<file path="config.mk">
export PLATFORM = sky130hd
export DESIGN_NAME = ssaes_top
export DESIGN_NICKNAME = d
export VERILOG_FILES = /design/src/hdl/ssaes_pkg.sv /design/src/hdl/ssaes_width.sv /design/src/hdl/ssaes_top.sv
export SDC_FILE = /design/constraint.sdc
export NUM_CORES = 2
export LEC_CHECK = 0
export ABC_AREA = 1
export BUFFER_PORTS_ARGS = -buffer_cell sky130_fd_sc_hd__buf_2
export CORE_MARGIN = 1.5
export CORE_UTILIZATION = 30
export CTS_CLUSTER_SIZE = 28
export DETAILED_ROUTE_END_ITERATION = 6
export GPL_TIMING_DRIVEN = 1
export HOLD_SLACK_MARGIN = 0.03
export PLACE_DENSITY = 0.51
export SYNTH_ARGS = -nofsm -noshare
export SYNTH_HDL_FRONTEND = slang
export SYNTH_SLANG_ARGS = --single-unit
</file>
<file path="constraint.sdc">
create_clock -name SYS_CLK -period 85.9 [get_ports SYS_CLK]
set_input_delay 8.59 -clock SYS_CLK [delete_from_list [all_inputs] [get_ports SYS_CLK]]
set_output_delay 8.59 -clock SYS_CLK [all_outputs]
set_load 0.01 [all_outputs]
</file>
<file path="src/hdl/ssaes_pkg.sv">
package ssaes_pkg;
   // Field widths
   localparam int SPD_W = 16;
   localparam int DEV_W = 17;
   localparam int HYS_W = 9;
   localparam int TMR_W = 10;
   localparam int FRQ_W = 16;
   localparam int ATT_W = 5;
   localparam int FLT_W = 13;
   localparam int GAIN_W = 11;
   localparam int ITG_W = 14;
   localparam int SEL_W = 3;
   localparam int CNT_W = 32;
   // Motor indices
   localparam logic [1:0] MOTOR_ONE = 2'h0;
   // Notch attenuation: zero dB disables
   localparam logic [ATT_W-1:0] ATT_OFF = 5'h00;
   localparam logic [ATT_W-1:0] ATT_MAX = 5'h14;
   // Jog set defaults and ranges (ms, gain in 0.1)
   localparam logic [FLT_W-1:0] JOG_CMD_FLT_DEF = 13'h0014;
   localparam logic [FLT_W-1:0] JOG_DET_FLT_DEF = 13'h0005;
   localparam logic [FLT_W-1:0] JOG_OUT_FLT_DEF = 13'h0002;
   localparam logic [FLT_W-1:0] OUT_FLT_MAX = 13'h0064;
   localparam logic [FLT_W-1:0] CMD_FLT_MAX = 13'h1388;
   localparam logic [FLT_W-1:0] DET_FLT_MAX = 13'h0064;
   localparam logic [GAIN_W-1:0] GAIN_DEF = 11'h064;
   localparam logic [GAIN_W-1:0] GAIN_MIN = 11'h001;
   localparam logic [GAIN_W-1:0] GAIN_MAX = 11'h7D0;
   localparam logic [ITG_W-1:0] ITG_DEF = 14'h0064;
   localparam logic [ITG_W-1:0] ITG_OFF_CODE = 14'h03E7;
   localparam logic [ITG_W-1:0] ITG_MIN = 14'h0001;
   localparam logic [ITG_W-1:0] ITG_MAX = 14'h270F;
   // Agreement settings (0.1 % and 0.01 s)
   localparam logic [HYS_W-1:0] HYS_DEF = 9'h064;
   localparam logic [HYS_W-1:0] HYS_MAX = 9'h1F4;
   localparam logic [TMR_W-1:0] TMR_DEF = 10'h032;
   localparam logic [TMR_W-1:0] TMR_MAX = 10'h3E8;
   // Error processing selections
   localparam logic [SEL_W-1:0] PROC_DEF = 3'h2;
   localparam logic [SEL_W-1:0] PROC_MAX = 3'h5;
   localparam logic [SEL_W-1:0] PROC_SCALE_MIN = 3'h3;
   // Timing
   localparam int CLK_HZ = 100000000;
   localparam real TMR_UNIT_S = 0.01;
   localparam int TMR_UNIT_CYC = int'(TMR_UNIT_S * CLK_HZ);
endpackage

</file>
<file path="src/hdl/ssaes_width.sv">
`timescale 1ns/1ps
module ssaes_width
   import ssaes_pkg::*;
(
   // Clock and reset
   input wire logic clk,
   input wire logic rst,
   // Settings
   input wire logic [SEL_W-1:0] err_proc,
   input wire logic [HYS_W-1:0] hyst,
   input wire logic [FRQ_W-1:0] cmd_freq,
   input wire logic [FRQ_W-1:0] base_freq,
   // Detection width
   output logic [DEV_W-1:0] width
);
   logic [DEV_W-1:0] width_r;
   logic [DEV_W-1:0] width_nxt;
   logic [HYS_W+FRQ_W-1:0] prod;
   logic [HYS_W+FRQ_W-1:0] quot;

   always_comb begin
      prod = hyst * cmd_freq;
      quot = (base_freq == 16'h0000) ? prod : prod / base_freq;
      width_nxt = DEV_W'(hyst);
      if (err_proc >= PROC_SCALE_MIN && cmd_freq > base_freq) begin
         width_nxt = (quot > 25'h001FFFF) ? 17'h1FFFF : quot[DEV_W-1:0];
      end
   end

   always_ff @(posedge clk) begin
      if (rst) begin
         width_r <= DEV_W'(HYS_DEF);
      end else begin
         width_r <= width_nxt;
      end
   end

   assign width = width_r;
endmodule

</file>
<file path="src/hdl/ssaes_top.sv">
`timescale 1ns/1ps
module ssaes_top
   import ssaes_pkg::*;
#(
   parameter int TICK_CYCLES = TMR_UNIT_CYC
)
(
   // Clock and reset
   input wire logic SYS_CLK,
   input wire logic SYS_RST,
   // Motor selection
   input wire logic MOTOR_TWO_SELECT_USED,
   input wire logic MOTOR_THREE_SELECT_USED,
   input wire logic MOTOR_FOUR_SELECT_USED,
   input wire logic [2:0] MOTOR_SWITCH_PARAM,
   input wire logic [3:0][ATT_W-1:0] NOTCH_ATTEN,
   // Regulator parameter sets
   input wire logic JOG_ACTIVE,
   input wire logic [FLT_W-1:0] NORM_CMD_FLT,
   input wire logic [FLT_W-1:0] NORM_DET_FLT,
   input wire logic [GAIN_W-1:0] NORM_GAIN,
   input wire logic [ITG_W-1:0] NORM_INTEG,
   input wire logic [FLT_W-1:0] NORM_OUT_FLT,
   input wire logic [FLT_W-1:0] JOG_CMD_FLT,
   input wire logic [FLT_W-1:0] JOG_DET_FLT,
   input wire logic [GAIN_W-1:0] JOG_GAIN,
   input wire logic [ITG_W-1:0] JOG_INTEG,
   input wire logic [FLT_W-1:0] JOG_OUT_FLT,
   // Supervision settings
   input wire logic [HYS_W-1:0] HYST_WIDTH,
   input wire logic [TMR_W-1:0] DETECT_TIME,
   input wire logic [SEL_W-1:0] ERR_PROC,
   input wire logic [FRQ_W-1:0] CMD_FREQ,
   input wire logic [FRQ_W-1:0] BASE_FREQ,
   // Speeds
   input wire logic signed [SPD_W-1:0] REF_SPEED,
   input wire logic signed [SPD_W-1:0] DET_SPEED,
   input wire logic OVERLOAD_LIMIT,
   input wire logic TRIP_CLEAR,
   // Notch routing
   output logic [3:0][1:0] NOTCH_MOTOR,
   output logic [3:0] NOTCH_EN,
   // Active regulator set
   output logic [FLT_W-1:0] ACT_CMD_FLT,
   output logic [FLT_W-1:0] ACT_DET_FLT,
   output logic [GAIN_W-1:0] ACT_GAIN,
   output logic [ITG_W-1:0] ACT_INTEG,
   output logic ACT_P_ONLY,
   output logic [FLT_W-1:0] ACT_OUT_FLT,
   // Supervision
   output logic SPEED_MATCH_FLAG,
   output logic SPEED_FAULT_FLAG,
   output logic SPEED_FAULT_TRIP,
   output logic DRIVE_COAST
);
   ////////////////////////////////////////////////////////////////////////////
   function automatic logic [GAIN_W-1:0] clamp_gain(input logic [GAIN_W-1:0] g);
      clamp_gain = (g < GAIN_MIN) ? GAIN_MIN : (g > GAIN_MAX) ? GAIN_MAX : g;
   endfunction

   function automatic logic [FLT_W-1:0] clamp_flt(input logic [FLT_W-1:0] f,
                                                 input logic [FLT_W-1:0] mx);
      clamp_flt = (f > mx) ? mx : f;
   endfunction

   function automatic logic exempt_sel(input logic [SEL_W-1:0] s);
      exempt_sel = (s != 3'h2) && (s != 3'h5);
   endfunction

   function automatic logic stop_sel(input logic [SEL_W-1:0] s);
      stop_sel = (s != 3'h0) && (s != 3'h3);
   endfunction

   ////////////////////////////////////////////////////////////////////////////
   // Notch routing
   logic [3:0][1:0] notch_motor_r;
   logic [3:0][1:0] notch_motor_nxt;
   logic [3:0] notch_en_r;
   logic [3:0] notch_en_nxt;
   logic all_to_one;

   always_comb begin
      all_to_one = !MOTOR_TWO_SELECT_USED && !MOTOR_THREE_SELECT_USED &&
                   !MOTOR_FOUR_SELECT_USED && (MOTOR_SWITCH_PARAM == 3'h7);
   end

   genvar gi;
   generate
      for (gi = 0; gi < 4; gi++) begin : g_notch
         always_comb begin
            notch_motor_nxt[gi] = all_to_one ? MOTOR_ONE : 2'(gi);
            notch_en_nxt[gi] = (NOTCH_ATTEN[gi] != ATT_OFF);
         end
      end
   endgenerate

   always_ff @(posedge SYS_CLK) begin
      if (SYS_RST) begin
         notch_motor_r <= '0;
         notch_en_r <= '0;
      end else begin
         notch_motor_r <= notch_motor_nxt;
         notch_en_r <= notch_en_nxt;
      end
   end

   ////////////////////////////////////////////////////////////////////////////
   // Regulator parameter set
   logic [FLT_W-1:0] cmd_flt_r, cmd_flt_nxt;
   logic [FLT_W-1:0] det_flt_r, det_flt_nxt;
   logic [FLT_W-1:0] out_flt_r, out_flt_nxt;
   logic [GAIN_W-1:0] gain_r, gain_nxt;
   logic [ITG_W-1:0] integ_r, integ_nxt;
   logic p_only_r, p_only_nxt;
   logic [ITG_W-1:0] integ_sel;

   always_comb begin
      integ_sel = JOG_ACTIVE ? JOG_INTEG : NORM_INTEG;
      if (JOG_ACTIVE) begin
         cmd_flt_nxt = clamp_flt(JOG_CMD_FLT, CMD_FLT_MAX);
         det_flt_nxt = clamp_flt(JOG_DET_FLT, DET_FLT_MAX);
         out_flt_nxt = clamp_flt(JOG_OUT_FLT, OUT_FLT_MAX);
         gain_nxt = clamp_gain(JOG_GAIN);
      end else begin
         cmd_flt_nxt = clamp_flt(NORM_CMD_FLT, CMD_FLT_MAX);
         det_flt_nxt = clamp_flt(NORM_DET_FLT, DET_FLT_MAX);
         out_flt_nxt = clamp_flt(NORM_OUT_FLT, OUT_FLT_MAX);
         gain_nxt = clamp_gain(NORM_GAIN);
      end
      p_only_nxt = (integ_sel == ITG_OFF_CODE);
      if (p_only_nxt) begin
         integ_nxt = '0;
      end else if (integ_sel < ITG_MIN) begin
         integ_nxt = ITG_MIN;
      end else if (integ_sel > ITG_MAX) begin
         integ_nxt = ITG_MAX;
      end else begin
         integ_nxt = integ_sel;
      end
   end

   always_ff @(posedge SYS_CLK) begin
      if (SYS_RST) begin
         cmd_flt_r <= JOG_CMD_FLT_DEF;
         det_flt_r <= JOG_DET_FLT_DEF;
         out_flt_r <= JOG_OUT_FLT_DEF;
         gain_r <= GAIN_DEF;
         integ_r <= ITG_DEF;
         p_only_r <= 1'b0;
      end else begin
         cmd_flt_r <= cmd_flt_nxt;
         det_flt_r <= det_flt_nxt;
         out_flt_r <= out_flt_nxt;
         gain_r <= gain_nxt;
         integ_r <= integ_nxt;
         p_only_r <= p_only_nxt;
      end
   end

   ////////////////////////////////////////////////////////////////////////////
   // Settings capture
   logic [SEL_W-1:0] proc_r, proc_nxt;
   logic [HYS_W-1:0] hyst_r, hyst_nxt;
   logic [TMR_W-1:0] tmr_r, tmr_nxt;
   logic [DEV_W-1:0] width;

   always_comb begin
      proc_nxt = (ERR_PROC > PROC_MAX) ? proc_r : ERR_PROC;
      hyst_nxt = (HYST_WIDTH > HYS_MAX) ? HYS_MAX : HYST_WIDTH;
      tmr_nxt = (DETECT_TIME > TMR_MAX) ? TMR_MAX : DETECT_TIME;
   end

   always_ff @(posedge SYS_CLK) begin
      if (SYS_RST) begin
         proc_r <= PROC_DEF;
         hyst_r <= HYS_DEF;
         tmr_r <= TMR_DEF;
      end else begin
         proc_r <= proc_nxt;
         hyst_r <= hyst_nxt;
         tmr_r <= tmr_nxt;
      end
   end

   ssaes_width u_width (
      .clk(SYS_CLK),
      .rst(SYS_RST),
      .err_proc(proc_r),
      .hyst(hyst_r),
      .cmd_freq(CMD_FREQ),
      .base_freq(BASE_FREQ),
      .width(width)
   );

   ////////////////////////////////////////////////////////////////////////////
   // Deviation and persistence timers
   logic signed [DEV_W-1:0] diff;
   logic [DEV_W-1:0] dev;
   logic outside, exempt, fault_cond;
   logic [CNT_W-1:0] limit;
   logic [CNT_W-1:0] match_cnt_r, match_cnt_nxt;
   logic [CNT_W-1:0] fault_cnt_r, fault_cnt_nxt;
   logic match_r, match_nxt;
   logic fault_r, fault_nxt;
   logic trip_r, trip_nxt;
   logic coast_r, coast_nxt;

   always_comb begin
      diff = DEV_W'(REF_SPEED) - DEV_W'(DET_SPEED);
      dev = diff[DEV_W-1] ? DEV_W'(-diff) : DEV_W'(diff);
      outside = dev > width;
      exempt = exempt_sel(proc_r) && OVERLOAD_LIMIT && (DET_SPEED < REF_SPEED);
      fault_cond = outside && !exempt;
      limit = CNT_W'(tmr_r) * CNT_W'(TICK_CYCLES);
      match_cnt_nxt = outside ? match_cnt_r : '0;
      if (outside && match_cnt_r < limit) begin
         match_cnt_nxt = match_cnt_r + 32'h00000001;
      end
      fault_cnt_nxt = fault_cond ? fault_cnt_r : '0;
      if (fault_cond && fault_cnt_r < limit) begin
         fault_cnt_nxt = fault_cnt_r + 32'h00000001;
      end
      match_nxt = !outside || (match_cnt_r < limit);
      fault_nxt = fault_cond && (fault_cnt_r >= limit);
      trip_nxt = trip_r && !TRIP_CLEAR;
      if (fault_nxt && stop_sel(proc_r)) begin
         trip_nxt = 1'b1;
      end
      coast_nxt = trip_nxt;
   end

   always_ff @(posedge SYS_CLK) begin
      if (SYS_RST) begin
         match_cnt_r <= '0;
         fault_cnt_r <= '0;
         match_r <= 1'b0;
         fault_r <= 1'b0;
         trip_r <= 1'b0;
         coast_r <= 1'b0;
      end else begin
         match_cnt_r <= match_cnt_nxt;
         fault_cnt_r <= fault_cnt_nxt;
         match_r <= match_nxt;
         fault_r <= fault_nxt;
         trip_r <= trip_nxt;
         coast_r <= coast_nxt;
      end
   end

   ////////////////////////////////////////////////////////////////////////////
   // Outputs
   always_comb begin
      NOTCH_MOTOR = notch_motor_r;
      NOTCH_EN = notch_en_r;
      ACT_CMD_FLT = cmd_flt_r;
      ACT_DET_FLT = det_flt_r;
      ACT_GAIN = gain_r;
      ACT_INTEG = integ_r;
      ACT_P_ONLY = p_only_r;
      ACT_OUT_FLT = out_flt_r;
      SPEED_MATCH_FLAG = match_r;
      SPEED_FAULT_FLAG = fault_r;
      SPEED_FAULT_TRIP = trip_r;
      DRIVE_COAST = coast_r;
   end

   ////////////////////////////////////////////////////////////////////////////
   // Checks
   a_notch_all_one: assert property (@(posedge SYS_CLK) disable iff (SYS_RST)
      all_to_one |=> (notch_motor_r == '0))
      else $error("notch not routed to motor one");
   a_notch_disable: assert property (@(posedge SYS_CLK) disable iff (SYS_RST)
      (NOTCH_ATTEN[0] == ATT_OFF) |=> !notch_en_r[0])
      else $error("zero dB notch enabled");
   a_jog_gain_sel: assert property (@(posedge SYS_CLK) disable iff (SYS_RST)
      (JOG_ACTIVE && JOG_GAIN >= GAIN_MIN && JOG_GAIN <= GAIN_MAX) |=> (gain_r == $past(JOG_GAIN)))
      else $error("jog gain not applied");
   a_p_only_code: assert property (@(posedge SYS_CLK) disable iff (SYS_RST)
      (JOG_ACTIVE && JOG_INTEG == ITG_OFF_CODE) |=> (p_only_r && integ_r == '0))
      else $error("integral not disabled");
   a_gain_range: assert property (@(posedge SYS_CLK) disable iff (SYS_RST)
      gain_r >= GAIN_MIN && gain_r <= GAIN_MAX)
      else $error("gain out of range");
   a_out_flt_range: assert property (@(posedge SYS_CLK) disable iff (SYS_RST)
      out_flt_r <= OUT_FLT_MAX)
      else $error("output filter out of range");
   a_match_inside: assert property (@(posedge SYS_CLK) disable iff (SYS_RST)
      !outside |=> match_r)
      else $error("match flag low inside width");
   a_match_hold: assert property (@(posedge SYS_CLK) disable iff (SYS_RST)
      (match_r && $fell(match_nxt)) |-> (outside && match_cnt_r >= limit))
      else $error("match flag dropped early");
   a_fault_timed: assert property (@(posedge SYS_CLK) disable iff (SYS_RST)
      $rose(fault_r) |-> $past(fault_cnt_r >= limit))
      else $error("fault before detection time");
   a_exempt_none: assert property (@(posedge SYS_CLK) disable iff (SYS_RST)
      (exempt_sel(proc_r) && OVERLOAD_LIMIT && DET_SPEED < REF_SPEED) |=> !fault_r)
      else $error("fault raised while exempt");
   a_continue_run: assert property (@(posedge SYS_CLK) disable iff (SYS_RST)
      (!trip_r && !stop_sel(proc_r)) |=> !trip_r)
      else $error("trip in continue mode");
   a_trip_coast: assert property (@(posedge SYS_CLK) disable iff (SYS_RST)
      (fault_nxt && stop_sel(proc_r)) |=> (trip_r && coast_r))
      else $error("stop mode did not trip");
   a_proc_default: assert property (@(posedge SYS_CLK)
      SYS_RST |=> (proc_r == PROC_DEF))
      else $error("bad error processing default");
endmodule

</file>
==> results.md <==
* IO Count at 326
* Post-Place Cell Area at 0.0348 mm2
* Worst slew pin tran at roughly 1.2 ns
* Synth top area share at 0.198
* Synthesized cell area at ~0.032 mm2
* Critical Path AT at ~77 ns
* Final Max Slew Viols at 0
* Cells after DPL at between 6000 and 7000
* Setup TNS Final at 0 ns
* WP depth at between 400 and 500
* Area Growth Syn to Fin at 11.7%
* Worst-skew pair later-pin latency at 0.46 ns
* CP required at ~86 ns
* Worst slew margin at 0.216
* Die X-Extent at between 300 and 400 um
* Seq/Total Area, Yosys at 0.111
* Overall Global Routing Usage at 0.180
* Hold slack final at around 0.43 ns
* Hold Crit Depth at 2
* Synth area leaders: ha_1 20%, nand2_1 12%, dfxtp_1 11%
* Starting density of the core at 0.302
* Critical Path End Type: register
* Wire length per cell at 15.1 um
* Hold Path Class: register to register
* Post-route ant nets at 0
* Synth cell types at 70
* Highest-delay cell along the critical path: a21oi_1
* Outcome: finished clean
* Clock Path Buffers at 2
* CTS tree: yes
* Design area at ~0.035 mm2
* Postcts setup bufs at 0
* Routed vias at about 31000
* Die height at 328 um
* CP Buf/Inv Count at between 90 and 100
* Avg Cell Area, Syn at about 6.6 um2
* Main synth FF type: dfxtp_1
* Port-buffer cells at roughly 320
* Worst-path clk slew at roughly 0.07 ns
* Number of synthesized register bits at ~180
* Number of global-route vias before repair at roughly 29000
* Num CTS Buffers at 17
* Core area at 0.105 mm2
* Die ar. at approximately 0.11 mm2
* H-tree Lvls at 4
* Post-synth EDFFs at 0
* Mapped Cells at 4817
* Critical path class: primary input to register
* Grt ovf at 0
* Max-Cap Viols at 0
* Antenna violations before repair at 12
* CTS Root Cell: clkbuf_16
* Global-route wire length before repair at about 160000 um
* RSZ-0062 raised after global routing: false
* Vias per cell at approximately 4.7
* GP Congestion at just over 0.9
* Final wirelength at 98300 um
* DR pass1 iterations at 6
* DRT iter0 DRCs at 1600
* Crit path max-delay family: compound AO/OA/AOI/OAI gates
* Worst Path Max Fanout at 38
* Worst path max stage delay at ~0.64 ns
* Largest net degree at the start of global routing at 46
* Synth area leader: ha_1
* Clock skew at 0.00829 ns
* Crit start category: primary input
* Detail Placement HPWL at approximately 80000 um
* Drt drc at 0
* CTS Sinks at 176
* Layout cell share with drive strength beyond 1 at 0.114
* Final Hold Fails at 0
* FFs w/ async S/R, synth at 0
* Cells on worst reg2reg path at roughly 430
* Final std cells w/o fill at between 6000 and 7000
* Syn. warnings at 0
* Post-layout min period at between 70 and 80 ns
* # rows at approximately 120
* Post-cts gate resize count at 0
* Layout net count at approximately 6000
* Final Cycle Share at 0.893
* Peak Freq at around 13 MHz
* CTS Hold Bufs at 0
* Setup violators final at 0
* Cell mode on critical path: inv_1
[sequential cells by signal, indices dropped and copies added (netlist names), 4 cells and up]
register,count
ACT_CMD_FLT,13
ACT_DET_FLT,13
ACT_GAIN,11
ACT_INTEG,14
ACT_OUT_FLT,13
NOTCH_EN,4
fault_cnt_r,32
hyst_r,9
match_cnt_r,32
tmr_r,10
u_width.width,17
[worst reg2reg max path: cells and delay by family, from the launching register on]
family | cells | cell delay, ns
simple gates | 146 | 19.16
flops | 1 | 0.95
xor+xnor | 1 | 0.27
compound gates | 160 | 29.52
buf+inv | 92 | 8.95
fa+ha+maj | 30 | 10.24
[cells in the final DEF, fill, tap and decap left out, types with 34 or more instances in the layout]
cell type,instances
a21oi_1,319
buf_2,321
dfxtp_1,176
fa_1,125
ha_1,501
inv_1,856
inv_2,40
nand2_1,1032
nand2_2,34
nand3_1,172
nand4_1,74
nor2_1,321
nor3_1,71
o21ai_0,309
o21ai_1,38
or2_2,37
xnor2_1,86
xor2_1,153
[per-stage QoR]
step / setup slack [ns] / utilization
after CTS: 9.09 / 0.337
after detailed placement: 8.82 / 0.331
after global placement: 10.74 / 0.331
final: 9.18 / 0.337
after global routing: 0.0373 / 0.337
after floorplan: 16.42 / -
[cells by family after synthesis]
logic type	count (synthesis)	share of synthesized area
other	1	0.000118
multiplexers	9	0.00284
buffers and inverters	1009	0.122
flip-flops	176	0.111
AND/OR/NAND/NOR	1874	0.262
XOR/XNOR	240	0.0666
adder cells (fa/ha/maj)	626	0.277
AO/OA/AOI/OAI	882	0.159
[area by class of cell]
type / count / area (um2)
Tap cell: 1391 / 1740
Antenna cell: 4 / 10.0
Fill cell: 11600 / 69600
Clock inverter: 15 / 180
Sequential cell: 176 / 3520
Inverter: 902 / 3390
Clock buffer: 17 / 425
Multi-Input combinational cell: 3647 / 24400
Timing Repair Buffer: 343 / 1770
[metal layers]
metal	track usage	vias to the layer above	share of wire
met5	0	-	0.00027
met4	0.0436	4	0.022
met3	0.0231	106	0.046
met2	0.292	580	0.44
met1	0.252	13900	0.49
li1	-	16200	-
[final timing paths]
path                                              startpoint                      endpoint  slack, ns
worst max-delay path                            CMD_FREQ[10]   u_width.width[0]$_SDFF_PP0_       9.18
worst min-delay path            match_cnt_r[31]$_SDFFE_PP0P_  match_cnt_r[31]$_SDFFE_PP0P_       0.43
worst max register to register          hyst_r[5]$_SDFF_PP1_   u_width.width[0]$_SDFF_PP0_      16.62
worst min register to register  match_cnt_r[31]$_SDFFE_PP0P_  match_cnt_r[31]$_SDFFE_PP0P_       0.43
[synthesized netlist by cell type, types with 6 or more instances]
master and instances:
a211oi_1 17, a21boi_0 7, a21o_1 29, a21oi_1 319, a21oi_2 17, a31oi_1 16
buf_2 10, buf_4 8, clkbuf_1 83, dfxtp_1 176, fa_1 125, ha_1 501
inv_1 857, inv_2 40, mux2i_1 9, nand2_1 1032, nand2_2 34, nand3_1 172
nand3_2 26, nand3b_1 12, nand4_1 74, nor2_1 321, nor2_2 23, nor2_4 7
nor3_1 72, nor3b_1 6, nor4_1 22, o2111ai_1 7, o211ai_1 13, o21a_1 12
o21ai_0 309, o21ai_1 38, o21bai_1 31, o221ai_1 7, o31ai_1 23, o41ai_1 6
or2_2 37, or3_1 6, or4_1 9, xnor2_1 86, xor2_1 153
Power is not shown: default switching activity piles up to over one toggle a cycle in this logic, so the estimate is an artifact.
